--- src/rtl/spo_pkg.sv ---
// Package with register map, field layouts, timing constants and carriers for the interrupt scheduler.
package spo_pkg;
    localparam int unsigned CLK_HZ         = 100_000_000;
    // Register word addresses in the setup area.
    localparam logic [7:0]  ADDR_TIME_BASE = 8'hc3;
    localparam logic [7:0]  ADDR_PWR_SETUP = 8'he1;
    localparam logic [7:0]  ADDR_INT4_IVL  = 8'h04;
    localparam logic [7:0]  ADDR_INT5_IVL  = 8'h05;
    localparam logic [7:0]  ADDR_STATUS    = 8'h10;
    // Field layouts and reset values.
    localparam int          TB_LSB         = 0;
    localparam int          TB_MSB         = 3;
    localparam logic [3:0]  TB_10MS        = 4'h0;
    localparam logic [3:0]  TB_1MS         = 4'h1;
    localparam logic [3:0]  TB_100US       = 4'h2;
    localparam int          PWR_EN_BIT     = 15;
    localparam int          DLY_LSB        = 0;
    localparam int          DLY_MSB        = 7;
    localparam logic [7:0]  DLY_MAX        = 8'h0a;
    localparam logic [15:0] SETUP_RST      = 16'h0000;
    // Times in microseconds and derived cycle counts.
    localparam int unsigned T_10MS_US      = 10000;
    localparam int unsigned T_1MS_US       = 1000;
    localparam int unsigned T_100US_US     = 100;
    localparam int unsigned CYC_PER_US     = CLK_HZ / 1_000_000;
    localparam int unsigned CYC_10MS       = T_10MS_US * CYC_PER_US;
    localparam int unsigned CYC_1MS        = T_1MS_US * CYC_PER_US;
    localparam int unsigned CYC_100US      = T_100US_US * CYC_PER_US;
    localparam int unsigned DET_TIME_US    = 10000;
    // Task numbers.
    localparam logic [7:0]  TASK_PWR       = 8'h01;
    localparam logic [7:0]  TASK_SCHED0    = 8'h02;
    localparam logic [7:0]  TASK_SCHED1    = 8'h03;

    typedef enum logic [3:0] {
        SPO_IDLE   = 4'h1,
        SPO_DETECT = 4'h2,
        SPO_RUN    = 4'h4,
        SPO_HALT   = 4'h8
    } spo_pwr_state_t;

    typedef struct packed {
        logic       wr;
        logic       rd;
        logic [7:0] addr;
        logic [15:0] wdata;
    } spo_reg_req_t;
endpackage : spo_pkg

--- src/rtl/spo_tick_cnt.sv ---
// Periodic interval counter raising one task request per programmed interval.
module spo_tick_cnt (
    input  wire logic        ref_clk,  // System clock.
    input  wire logic        rst_b,    // Synchronous reset, active low.
    input  wire logic        tick,     // Time-base tick pulse.
    input  wire logic        load,     // Interval write pulse.
    input  wire logic [15:0] ivl,      // Interval count, zero disables.
    output logic             fire_q    // One-cycle request pulse.
);
    logic [15:0] ivl_q, ivl_d, cnt_q, cnt_d;
    logic        fire_d;

    // Counts ticks and reloads on each expiry.
    always_comb begin
        ivl_d  = ivl_q;
        cnt_d  = cnt_q;
        fire_d = 1'b0;
        if (load) begin
            ivl_d = ivl;
            cnt_d = 16'h0000;
        end else if (ivl_q != 16'h0000 && tick) begin
            if (cnt_q + 16'h0001 >= ivl_q) begin
                cnt_d  = 16'h0000;
                fire_d = 1'b1;
            end else begin
                cnt_d = cnt_q + 16'h0001;
            end
        end
    end

    // Registers counter state; disabled after reset.
    always_ff @(posedge ref_clk) begin
        if (!rst_b) begin
            ivl_q  <= 16'h0000;
            cnt_q  <= 16'h0000;
            fire_q <= 1'b0;
        end else begin
            ivl_q  <= ivl_d;
            cnt_q  <= cnt_d;
            fire_q <= fire_d;
        end
    end
endmodule : spo_tick_cnt

--- src/rtl/spo_sched_pwr.sv ---
// Scheduled and power-off interrupt controller.
module spo_sched_pwr #(
    parameter int unsigned DET_CYC = spo_pkg::DET_TIME_US * spo_pkg::CYC_PER_US,  // Fixed detection time.
    parameter int unsigned MS_CYC  = spo_pkg::CYC_1MS,                            // Cycles per millisecond.
    parameter int unsigned BUD_CYC = spo_pkg::CYC_10MS                            // Power-off budget.
) (
    input  wire logic                 ref_clk,      // System clock, 100 MHz.
    input  wire logic                 rst_b,        // Synchronous reset, active low.
    input  wire spo_pkg::spo_reg_req_t reg_req,     // Register access from the CPU.
    output logic [15:0]               reg_rdata_q,  // Register read data.
    input  wire logic                 power_fail,   // Power-loss detect pin.
    input  wire logic                 online_edit,  // Online edit in progress.
    input  wire logic                 task_busy,    // An interrupt task is running.
    input  wire logic                 task_done,    // Running periodic task finished.
    output logic                      task_req_q,   // Task start pulse.
    output logic [7:0]                task_num_q,   // Task number to start.
    output logic                      task_abort_q, // Kill running interrupt task.
    output logic                      exec_stop_q   // Stop execution of power-off task.
);
    localparam int unsigned CW = 32;

    // Setup words, prescaler and power-off counter.
    logic [15:0]             tb_q;
    logic [15:0]             tb_d;
    logic [15:0]             pwr_q;
    logic [15:0]             pwr_d;
    logic [CW-1:0]           pre_q;
    logic [CW-1:0]           pre_d;
    logic [CW-1:0]           cnt_q;
    logic [CW-1:0]           cnt_d;
    logic [CW-1:0]           lim;
    logic                    tick;
    logic [7:0]              dly;
    // Pending records, synchroniser and dispatch state.
    logic [1:0]              pend_q;
    logic [1:0]              pend_d;
    logic                    fire4;
    logic                    fire5;
    logic                    pf_s1_q;
    logic                    pf_s2_q;
    spo_pkg::spo_pwr_state_t st_q;
    spo_pkg::spo_pwr_state_t st_d;
    logic                    req_d;
    logic                    abort_d;
    logic                    stop_d;
    logic [7:0]              num_d;
    logic [15:0]             rd_d;

    // Two-flop synchroniser for the power-fail pin.
    always_ff @(posedge ref_clk) begin
        if (!rst_b) begin
            pf_s1_q <= 1'b0;
            pf_s2_q <= 1'b0;
        end else begin
            pf_s1_q <= power_fail;
            pf_s2_q <= pf_s1_q;
        end
    end

    // Setup register writes; delay code above ten is clamped.
    always_comb begin
        tb_d  = tb_q;
        pwr_d = pwr_q;
        if (reg_req.wr && reg_req.addr == spo_pkg::ADDR_TIME_BASE) begin
            tb_d = reg_req.wdata;
        end
        if (reg_req.wr && reg_req.addr == spo_pkg::ADDR_PWR_SETUP) begin
            pwr_d = reg_req.wdata;
            if (reg_req.wdata[spo_pkg::DLY_MSB:spo_pkg::DLY_LSB] > spo_pkg::DLY_MAX) begin
                pwr_d[spo_pkg::DLY_MSB:spo_pkg::DLY_LSB] = spo_pkg::DLY_MAX;
            end
        end
    end

    // Time-base prescaler selected by the setup code.
    // A code change acts at once; a prescaler already past the new limit wraps on the next edge.
    always_comb begin
        case (tb_q[spo_pkg::TB_MSB:spo_pkg::TB_LSB])
            spo_pkg::TB_1MS:   lim = CW'(spo_pkg::CYC_1MS);
            spo_pkg::TB_100US: lim = CW'(spo_pkg::CYC_100US);
            default:           lim = CW'(spo_pkg::CYC_10MS);
        endcase
        tick  = (pre_q + 32'h1 >= lim);
        pre_d = tick ? 32'h0 : pre_q + 32'h1;
    end

    // Interval counters: interrupt 4 and 5.
    spo_tick_cnt u_int4 (
        .ref_clk (ref_clk),
        .rst_b   (rst_b),
        .tick    (tick),
        .load    (reg_req.wr && reg_req.addr == spo_pkg::ADDR_INT4_IVL),
        .ivl     (reg_req.wdata),
        .fire_q  (fire4)
    );
    spo_tick_cnt u_int5 (
        .ref_clk (ref_clk),
        .rst_b   (rst_b),
        .tick    (tick),
        .load    (reg_req.wr && reg_req.addr == spo_pkg::ADDR_INT5_IVL),
        .ivl     (reg_req.wdata),
        .fire_q  (fire5)
    );

    assign dly = pwr_q[spo_pkg::DLY_MSB:spo_pkg::DLY_LSB];

    // Power-off sequence and task dispatch.
    always_comb begin
        st_d    = st_q;
        cnt_d   = cnt_q;
        pend_d  = pend_q | {fire5, fire4};  // One pending record per periodic task.
        req_d   = 1'b0;
        num_d   = task_num_q;
        abort_d = 1'b0;
        stop_d  = exec_stop_q;
        case (st_q)
            spo_pkg::SPO_IDLE: begin
                // Power-off detection outranks any pending periodic dispatch.
                if (pf_s2_q && pwr_q[spo_pkg::PWR_EN_BIT] && !online_edit) begin
                    st_d  = spo_pkg::SPO_DETECT;
                    cnt_d = 32'h0;
                end else if (!task_busy && pend_q[0]) begin
                    req_d     = 1'b1;
                    num_d     = spo_pkg::TASK_SCHED0;
                    pend_d[0] = fire4;
                end else if (!task_busy && pend_q[1]) begin
                    req_d     = 1'b1;
                    num_d     = spo_pkg::TASK_SCHED1;
                    pend_d[1] = fire5;
                end
            end
            spo_pkg::SPO_DETECT: begin
                // Periodic dispatch waits here; pending records keep collecting until the power-off start clears them.
                cnt_d = cnt_q + 32'h1;
                if (online_edit) begin
                    st_d = spo_pkg::SPO_IDLE;
                end else if (cnt_q + 32'h1 >= CW'(DET_CYC) + CW'(dly) * CW'(MS_CYC)) begin
                    st_d    = spo_pkg::SPO_RUN;
                    cnt_d   = 32'h0;
                    req_d   = 1'b1;
                    num_d   = spo_pkg::TASK_PWR;
                    abort_d = task_busy;
                    pend_d  = 2'b00;
                end
            end
            spo_pkg::SPO_RUN: begin
                // A full delay code leaves no budget, so the stop follows the start by one cycle.
                cnt_d  = cnt_q + 32'h1;
                pend_d = 2'b00;
                if (cnt_q + 32'h1 >= CW'(BUD_CYC) - CW'(dly) * CW'(MS_CYC)) begin
                    st_d   = spo_pkg::SPO_HALT;
                    stop_d = 1'b1;
                end
            end
            spo_pkg::SPO_HALT: begin
                stop_d = 1'b1;
                pend_d = 2'b00;
            end
            default: st_d = spo_pkg::SPO_IDLE;
        endcase
    end

    // Register read mux.
    // Data is zero outside a read cycle, so a stale word never lingers on the bus.
    always_comb begin
        case (reg_req.addr)
            spo_pkg::ADDR_TIME_BASE: rd_d = tb_q;
            spo_pkg::ADDR_PWR_SETUP: rd_d = pwr_q;
            spo_pkg::ADDR_STATUS:    rd_d = {9'h000, exec_stop_q, st_q, pend_q};
            default:                 rd_d = 16'h0000;
        endcase
        if (!reg_req.rd) rd_d = 16'h0000;
    end

    // State registers; all sources disabled at reset.
    always_ff @(posedge ref_clk) begin
        if (!rst_b) begin
            tb_q         <= spo_pkg::SETUP_RST;
            pwr_q        <= spo_pkg::SETUP_RST;
            pre_q        <= 32'h0;
            cnt_q        <= 32'h0;
            pend_q       <= 2'b00;
            st_q         <= spo_pkg::SPO_IDLE;
            task_req_q   <= 1'b0;
            task_num_q   <= 8'h00;
            task_abort_q <= 1'b0;
            exec_stop_q  <= 1'b0;
            reg_rdata_q  <= 16'h0000;
        end else begin
            tb_q         <= tb_d;
            pwr_q        <= pwr_d;
            pre_q        <= pre_d;
            cnt_q        <= cnt_d;
            pend_q       <= pend_d;
            st_q         <= st_d;
            task_req_q   <= req_d;
            task_num_q   <= num_d;
            task_abort_q <= abort_d;
            exec_stop_q  <= stop_d;
            reg_rdata_q  <= rd_d;
        end
    end
endmodule : spo_sched_pwr

--- config.mk ---
export PLATFORM = sky130hd
export DESIGN_NAME = spo_sched_pwr
export DESIGN_NICKNAME = d
export VERILOG_FILES = /design/src/rtl/spo_pkg.sv /design/src/rtl/spo_tick_cnt.sv /design/src/rtl/spo_sched_pwr.sv
export SDC_FILE = /design/constraint.sdc
export NUM_CORES = 1
export LEC_CHECK = 0
export ABC_AREA = 1
export BUFFER_PORTS_ARGS = -buffer_cell sky130_fd_sc_hd__buf_2
export CORE_MARGIN = 2
export CORE_UTILIZATION = 43
export DETAILED_ROUTE_END_ITERATION = 16
export MAX_ROUTING_LAYER = met4
export PLACE_DENSITY = 0.62
export RECOVER_POWER = 25
export SLEW_MARGIN = 10
export SYNTH_ARGS = -nofsm -noshare
export SYNTH_HDL_FRONTEND = slang
export SYNTH_SLANG_ARGS = --single-unit
--- constraint.sdc ---
create_clock -name ref_clk -period 6.4 [get_ports ref_clk]
set_input_delay 0.32 -clock ref_clk [delete_from_list [all_inputs] [get_ports ref_clk]]
set_output_delay 0.32 -clock ref_clk [all_outputs]
set_load 0.01 [all_outputs]
==> results.md, run 1 <==
- Placed Cells: 2513
- Tmin final: 5755 ps
- Post-DP Area: 0.01466 mm²
- Wire length per cell: 13.56 µm
- Clock Tree Root: clkbuf_16
- Die area: 0.03398 mm²
- Antenna violation net count after detailed routing: 0
- Total wire length: 34520 µm
- Post-Syn Instances: 2047
- Final hold violations: 0
- CTS tree: built
- Die X: 184.3 µm
- Cell Rows: 66
- CP arrival: 6110 ps
- Max Clock Freq: 173.8 MHz
- Buf/Inv on CP: 3
- Rel. slew slack: -59.91%
- Post-synth EDFFs: 0
- Slew Viols, Final: 61
- Avg Cell Area, Syn: 6.832 µm²
- Startpoint types: register
- Antenna Cells: 0
- Global route overflow: 0
- Largest net degree at the start of global routing: 61
- GPL Wtd Cong: 0.8925
- Total GRT Usage: 21.36%
- Worst R2R Setup Slack: 650 ps
- Failing checks: capacitance limit, slew limit
- Pleak: 7.040 nW
- Setup CP Type: reg -> reg
- Sinks on Clock Net: 191
- # setup viols final: 0
- First-pass GRT wire length: 56870 µm
- HP Class: in -> reg
- CTS Buf Count: 17
- Via density: 5.013
- Mapped cell area: 0.01398 mm²
- DRC viols: 0
- Critical path's largest stage delay: 490 ps
- Maximum vdd drop: 0.1844 mV
- Area Overhead vs Synth: 8.803%
- Prevailing post-synth register cell: dfxtp_1
- Clock transition at path regs: 80 ps
- Design Area, Final: 0.01522 mm²
- FF+latch count, synth: 191
- First-pass DRT Iterations: 5
- RSZ-0062 raised after global routing: no
- Clock H-tree levels: 4
- Final Cycle Share: 89.91%
- Vias in the first global route: 11620
- Synth async-reset ratio: 0%
- Setup_tns: 0 ps
- Status: finished, violations left
- Chip Height: 184.3 µm
- Commonest non-fill, non-tap cell in the layout: nand2_1
- CP max FO: 7
- PnR Total Power: 0.002651 W
- Yosys warning count: 0
- Data required, critical path: 6750 ps
- Port-buffer cells: 51
- DR iter-0 viols: 834
- Worst-margin pin slew: 2399 ps
- Hpwl dp: 27050 µm
- Cell Count, Final, Fillers Out: 2545
- Setup Fix Bufs, Post-CTS: 0
- Worst setup EP type: register
- Skew final: 15.23 ps
- Worst skew pair latency: 460 ps
- Register area share after synthesis: 27.34%
- Starting Density: 43.31%
- Fin nets: 2288
- Share of layout cells above drive strength 1: 5.468%
- # Max-Cap Violations: 1
- Pre-CTS setup slack: 447.8 ps
- Initial antenna violation count: 0
- Worst path slowest cell: fa_1
- Via count: 12760
- Post-synthesis cell type count: 53
- Crit-path leading delay family: adder cells
- P per Cell Area: 174.2 mW/mm²
- Worst setup slack after layout: 645.4 ps
- I/O pins: 59
- Clock tree buffer depth: 2
- Most frequent cells in the layout: nand2_1 (478), inv_1 (254), nor2_1 (243)
- CORE AREA: 0.03229 mm²
==> flip-flops by register name (all words and copies together) (netlist names), 2 cells and up <==
| name | flops |
|---|---|
| pre_q | 32 |
| st_q | 4 |
| pwr_q | 16 |
| u_int5.cnt_q | 16 |
| pend_q | 2 |
| u_int4.ivl_q | 16 |
| task_num_q | 2 |
| cnt_q | 32 |
| tb_q | 16 |
| reg_rdata_q | 16 |
| u_int5.ivl_q | 16 |
| u_int4.cnt_q | 16 |
==> Yosys cell counts, types with 8 or more instances <==
| cell | instances | area, µm² |
|---|---|---|
| nor3_1 | 42 | 210.2 |
| nor2_1 | 244 | 915.9 |
| xor2_1 | 88 | 770.7 |
| dfxtp_1 | 191 | 3824 |
| clkbuf_1 | 38 | 142.6 |
| nand2_1 | 478 | 1794 |
| nand4_1 | 37 | 231.5 |
| nand3_1 | 126 | 630.6 |
| a21oi_1 | 168 | 840.8 |
| a211oi_1 | 8 | 60.06 |
| nor4_1 | 13 | 81.33 |
| xnor2_1 | 21 | 183.9 |
| o21ai_0 | 62 | 310.3 |
| o221ai_1 | 10 | 87.58 |
| fa_1 | 12 | 240.2 |
| inv_1 | 253 | 949.7 |
| nor2_2 | 10 | 62.56 |
| ha_1 | 154 | 1927 |
==> stage by stage <==
step	hold WS, ps	utilization [%]
after floorplan	390.5	-
after CTS	105.7	47.21
after detailed placement	394.7	45.39
final	122.1	47.12
after global routing	130.5	47.12
after global placement	397.0	45.39
==> cell type report <==
cell class	instances	area, µm²
clock buffers	17	425.4
clock inverters	15	161.4
fillers	3326	17070
inverters	260	975.9
multi-input cells	1557	8965
flip-flops and latches	191	3824
well taps	442	553.0
repair buffers	63	311.5
==> kinds of logic (layout without fill, tap and decap cells) <==
logic type               after synthesis  in the layout  synth area share [%]
other                                  1             18               0.02682
adder cells (fa/ha/maj)              166            166                 15.50
buffers and inverters                316            355                 9.063
AND/OR/NAND/NOR                      986            986                 30.29
AO/OA/AOI/OAI                        276            276                 10.73
XOR/XNOR                             111            111                 7.059
flip-flops                           191            191                 27.34
==> report_power, final <==
group          internal [W]  switching (W)
Clock              0.000527       0.000551
Sequential          0.00121      0.0000226
Combinational     0.0000893       0.000254
Total               0.00182       0.000827
==> tightest hold or removal path, delay by kind of cell <==
kind                   cells  cell delay (ps)
and+or+nand+nor            1               60
buffers and inverters      2              170
==> final timing paths <==
kind | end | startpoint | cells past startpoint
setup reg to reg | st_q[1] | pwr_q[2] | 28
hold reg to reg | pf_s2_q | pf_s1_q | 2
hold / removal | pf_s1_q | power_fail | 3
setup / recovery | st_q[1] | pwr_q[2] | 28
==> routing by layer <==
layer	GRT usage (%)	wire length [µm]
met5	-	0
met4	6.976	755
met3	3.023	1387
met2	33.01	15150
met1	28.68	17230
==> what timing repair did <==
item                       CTS  global route
resized for setup            0             2
hold buffers                 0             0
setup endpoints to repair    0             4
Note: power is estimated with default switching activity, not from simulation.
==> run 2: changes to the inputs <==
Settings changed: BUFFER_PORTS_ARGS -buffer_cell sky130_fd_sc_hd__buf_2 to -buffer_cell sky130_fd_sc_hd__clkbuf_2, CORE_ASPECT_RATIO from default to 1.25, CORE_UTILIZATION 43 to 45, PLACE_DENSITY 0.62 to 0.64.
==> run 2 against run 1 <==
- the run still ends with capacitance limit, slew limit left
- power is 0.35% lower
- fmax decreased by 3.3%
- non-clock buffer count is 2 lower
==> results.md, run 2 (synthesis results as in run 1) <==
- Die X: 161.7 µm
- Reg area: 0.003824 mm²
- Total wire length: 35380 µm
- Cell Rows: 72
- Cell Count, Final, Fillers Out: 2508
- Fillers: 3196
- First-pass GRT wire length: 58790 µm
- Largest net degree at the start of global routing: 61
- Setup Fix Bufs, Post-CTS: 0
- Fin nets: 2286
- Critical path's largest stage delay: 500 ps
- Final Cycle Share: 92.94%
- Sw Ratio: 31.04%
- Clock H-tree levels: 4
- Via density: 5.138
- I/O pins: 59
- Sinks on Clock Net: 191
- # setup viols final: 0
- Setup_tns: 0 ps
- GPL Wtd Cong: 0.8822
- First-pass DRT Iterations: 7
- Total GRT Usage: 22.66%
- Most frequent cells in the layout: nand2_1 (478), inv_1 (254), nor2_1 (244)
- CORE AREA: 0.03081 mm²
- Multi-input gate area: 0.008962 mm²
- CTS Buf Count: 17
- Hpwl dp: 27750 µm
- Vias in the first global route: 12350
- DRC viols: 0
- Startpoint types: register
- DR iter-0 viols: 791
- Worst path slowest cell: fa_1
- Die area: 0.03251 mm²
- Worst skew pair latency: 440 ps
- Initial antenna violation count: 0
- Share of layout cells above drive strength 1: 5.283%
- Internal power: 0.001821 W
- Sw power: 0.0008201 W
- Rel. slew slack: -88.43%
- CP arrival: 6290 ps
- Clock share of power: 40.4%
- Antenna violation net count after detailed routing: 0
- Global route overflow: 0
- Tmin final: 5948 ps
- Placed Cells: 2476
- Chip Height: 201.1 µm
- P per Cell Area: 174.3 mW/mm²
- Worst setup EP type: register
- HP Class: in -> reg
- Skew final: 13.47 ps
- Antenna Cells: 0
- Maximum vdd drop: 0.1498 mV
- Clock Tree Root: clkbuf_16
- # Max-Cap Violations: 1
- Status: finished, violations left
- Slew Viols, Final: 55
- Clock tree buffer depth: 2
- Data required, critical path: 6740 ps
- Pleak: 7.028 nW
- Worst-margin pin slew: 2826 ps
- Setup CP Type: reg -> reg
- Port-buffer cells: 51
- Area Overhead vs Synth: 8.401%
- Seq pwr share: 46.6%
- RSZ-0062 raised after global routing: no
- CTS tree: built
- Gate power share: 13.0%
- CP max FO: 7
- Wire length per cell: 14.11 µm
- Starting Density: 45.39%
- Final hold violations: 0
- Via count: 12890
- Commonest non-fill, non-tap cell in the layout: nand2_1
- Max Clock Freq: 168.1 MHz
- Clock transition at path regs: 80 ps
- Regs by FF count: cnt_q: 32 flops, pre_q: 32 flops
- Failing checks: capacitance limit, slew limit
-- run 2: cell types whose count changed in the layout (fill, tap and decap cells not counted) --
| cell | before | now |
|---|---|---|
| clkinv_2 | 1 | 0 |
| clkbuf_1 | 23 | 24 |
| nor2_2 | 11 | 10 |
| inv_12 | 1 | 0 |
| nor2_1 | 243 | 244 |
| inv_8 | 5 | 2 |
| clkbuf_2 | 0 | 28 |
| clkinv_8 | 2 | 4 |
| inv_6 | 4 | 7 |
| buf_4 | 10 | 9 |
| buf_2 | 30 | 0 |
-- run 2: layer usage --
metal | global-route usage [%] | up-vias | part of all wire (%)
met3 | 2.865 | 65 | 2.9
met4 | 8.059 | 0 | 2.8
met5 | - | - | 0
met1 | 26.45 | 5894 | 44
met2 | 39.85 | 202 | 51
li1 | - | 6726 | -
-- run 2: area by class of cell --
cell class                      instances  share of cell area [%]
Timing Repair Buffer                   61                   1.964
Tap cell                              407                   3.359
Inverter                              260                   6.438
Multi-Input combinational cell       1557                   59.12
Sequential cell                       191                   25.22
Clock inverter                         15                   1.089
Clock buffer                           17                   2.806
-- run 2: path summary, 6_finish.rpt --
path	start	end	slack, ps	cells past startpoint
worst max-delay path	pwr_q[4]	st_q[1]	450	29
worst min-delay path	power_fail	pf_s1_q	60	3
worst max register to register	pwr_q[4]	st_q[1]	450	29
worst min register to register	pf_s1_q	pf_s2_q	440	2
-- run 2: repair_timing --
item,in CTS,in global routing
endpoints found under the setup margin,0,2
resized for setup,0,1
endpoints found under the hold margin,0,0
hold buffers,0,0
-- run 2: stage by stage --
stage	worst slack, ps	hold WS, ps	cell area [µm²]	utilization, %	total power (W)
5_1_grt	15.81	87.32	15160	49.20	0.002761
6_report	452.1	64.43	15160	49.20	0.002642
3_3_place_gp	498.9	448.3	14600	47.38	0.001594
2_1_floorplan	1013	390.5	14050	-	0.001519
4_1_cts	349.4	51.14	15190	49.29	0.002668
3_5_place_dp	390.0	448.7	14600	47.38	0.001602
-- run 2: power by group through the flow --
stage               combinational [W]  clock, W  sequential (W)
detailed placement           0.000344         0         0.00126
global route                 0.000391   0.00114         0.00123
finish                       0.000344   0.00107         0.00123
floorplan                    0.000267         0         0.00125
global placement             0.000336         0         0.00126
CTS                          0.000344   0.00109         0.00123
-- run 2: worst max-delay path, delay by kind of cell (launching register included) --
family | cells | cell delay, ps
buffers and inverters | 4 | 390
DFF | 1 | 450
adders and majority gates | 6 | 2210
AOI/OAI and AO/OA | 7 | 1210
and+or+nand+nor | 11 | 1290
xor gates and xnor gates | 1 | 270
==> run 3: changes to the inputs <==
Settings changed: ABC_AREA 1 to default.
==> run 3 against run 2 <==
- the run still ends with capacitance limit, slew limit left
- die area fell by 4.9%
- clock skew barely moved
- largest cell class unchanged
- register-to-register slack got worse by 290 ps
==> results.md, run 3 <==
- Clock H-tree levels: 4
- Total wire length: 33700 µm
- Global route overflow: 0
- Design Area, Final: 0.01541 mm²
- GPL Wtd Cong: 0.8497
- CP max FO: 7
- Cts hold-fix bufs: 0
- Synth cell count leaders: nand2_1 (197), dfxtp_1 (191), ha_1 (154)
- Most common cell in the netlist: nand2_1
- Worst skew pair latency: 450 ps
- CTS tree: built
- I/O pins: 59
- Post-synth top area cell: dfxtp_1
- Vias in the first global route: 11330
- PnR Total Power: 0.002414 W
- P per Cell Area: 156.6 mW/mm²
- Register area share after synthesis: 28.78%
- Initial antenna violation count: 0
- Data required, critical path: 6710 ps
- Clock Tree Root: clkbuf_16
- Post-DP Area: 0.01434 mm²
- Starting Density: 45.56%
- Post-synth EDFFs: 0
- Share of layout cells above drive strength 1: 13.76%
- Largest net degree at the start of global routing: 64
- Via count: 11680
- Status: finished, violations left
- Worst hold slack: 72.11 ps
- Cell Rows: 70
- Die X: 157.7 µm
- Avg Cell Area, Syn: 8.399 µm²
- Mapped cell area: 0.01329 mm²
- Pre-CTS setup slack: -227.6 ps
- Maximum vdd drop: 0.1637 mV
- Worst-margin pin slew: 1668 ps
- FF-to-FF path depth: 26
- Antenna violation net count after detailed routing: 0
- Skew final: 13.40 ps
- Failing checks: capacitance limit, slew limit
- Setup CP Type: reg -> reg
- Port-buffer cells: 51
- Die area: 0.03093 mm²
- Max Clock Freq: 160.2 MHz
- Commonest non-fill, non-tap cell in the layout: nand2_1
- Via density: 5.586
- DRC viols: 0
- Fin nets: 1878
- Rel. slew slack: -11.20%
- Startpoint types: register
- Post-Syn Instances: 1582
- Total GRT Usage: 22.47%
- Most frequent cells in the layout: nand2_1 (197), dfxtp_1 (186), ha_1 (144)
- Hpwl dp: 24970 µm
- Tmin final: 6243 ps
- Pleak: 6.467 nW
- Largest cells by area after synthesis: dfxtp_1 (29%), ha_1 (15%), nand2_1 (5.6%)
- Worst setup slack after layout: 157.1 ps
- Met1 usage: 26.77%
- HP Class: in -> reg
- Clock tree buffer depth: 2
- Yosys warning count: 0
- GR Util met3: 2.452%
- Worst setup EP type: register
- Clock transition at path regs: 80 ps
- Final hold violations: 0
- Sinks on Clock Net: 191
- CORE AREA: 0.02917 mm²
- Met2 usage: 39.02%
- Area Overhead vs Synth: 16.01%
- Final Cycle Share: 97.55%
- Wire length per cell: 16.13 µm
- FF+latch count, synth: 191
- Chip Height: 196.1 µm
- # setup viols final: 0
- Synth async-reset ratio: 0%
- Regs by FF count: cnt_q: 32 flops, pre_q: 32 flops
- First-pass GRT wire length: 54970 µm
- # Max-Cap Violations: 1
- Most used routing layer: met2
- DR iter-0 viols: 580
- Slew Viols, Final: 48
- First-pass DRT Iterations: 5
- Share of the synthesized area in the top cell type: 28.78%
- Post-synthesis cell type count: 88
- CP arrival: 6550 ps
- CTS Buf Count: 17
- Hold depth: 2
- Prevailing post-synth register cell: dfxtp_1
run 3: cell types whose count changed after synthesis, moves of 58 or more:
cell / before / now
a21boi_0: 0 / 58
a21oi_1: 168 / 59
inv_1: 253 / 70
nand2_1: 478 / 197
nand3_1: 126 / 59
nor2_1: 244 / 79
run 3: per-layer routing:
metal | routed length, µm | vias up | share of wire [%]
li1 | - | 5852 | -
met1 | 14780 | 5582 | 44
met2 | 17350 | 183 | 51
met3 | 717 | 58 | 2.1
met4 | 856 | 0 | 2.5
met5 | 0 | - | 0
run 3: cell families (layout without fill, tap and decap cells):
logic type / after synthesis / in the layout / share of synthesized area, %
AND/OR/NAND/NOR: 580 / 580 / 22.28
XOR/XNOR: 131 / 131 / 8.635
AO/OA/AOI/OAI: 364 / 365 / 18.71
adder cells (fa/ha/maj): 166 / 166 / 16.31
flip-flops: 191 / 191 / 28.78
other: 1 / 19 / 0.02822
buffers and inverters: 145 / 238 / 4.953
multiplexers: 4 / 4 / 0.3107
run 3: through the flow:
stage               setup TNS [ps]  cells  utilization (%)
floorplan                        0   1599                -
global placement             -3747   2047            49.16
detailed placement           -6788   2047            49.16
CTS                              0   2081            51.58
global route                 -1137   2089            52.84
finish                           0   2090            52.85
run 3: what timing repair did:
item	4_1_cts	5_1_grt
pin swaps	7	23
buffers inserted	1	7
resized for setup	15	61
cloned	1	1
setup endpoints to repair	39	41
endpoints found under the hold margin	0	0
run 3: final cells by class:
cell class | count | area (µm²)
well taps | 396 | 495.5
flip-flops and latches | 191 | 3832
diodes | 1 | 2.502
repair buffers | 135 | 862.1
multi-input cells | 1264 | 9333
inverters | 71 | 266.5
clock inverters | 15 | 197.7
clock buffers | 17 | 425.4
fillers | 2725 | 13750
run 3: final timing paths:
kind          endpoint  slack (ps)        from
min            pf_s1_q          70  power_fail
min reg2reg   pwr_q[8]         470    pwr_q[8]
max          cnt_q[15]         160    pwr_q[4]
max reg2reg  cnt_q[15]         160    pwr_q[4]
run 3: power breakdown:
group / leakage, nW / internal (W) / switching [W] / total [W]
Sequential: 1.55 / 0.00119 / 0.00000461 / 0.00120
Combinational: 4.62 / 0.0000262 / 0.0000504 / 0.0000766
Clock: 0.299 / 0.000598 / 0.000543 / 0.00114
run 3: critical path, stage by stage (launching register included):
cell,delay (ps)
dfxtp_2,340
buf_4,160
ha_4,280
fa_2,440
fa_1,550
ha_2,200
ha_4,200
o21a_1,180
o21a_1,220
a2111oi_4,430
buf_4,200
nor2_1,80
xnor2_1,230
nand4_1,140
nor3b_2,180
buf_4,150
xnor2_1,120
ha_1,290
nand4_1,140
or4_4,460
a311o_1,290
and4bb_4,230
nand3_4,70
nand2_4,90
buf_6,200
a31oi_4,170
a31oi_1,60
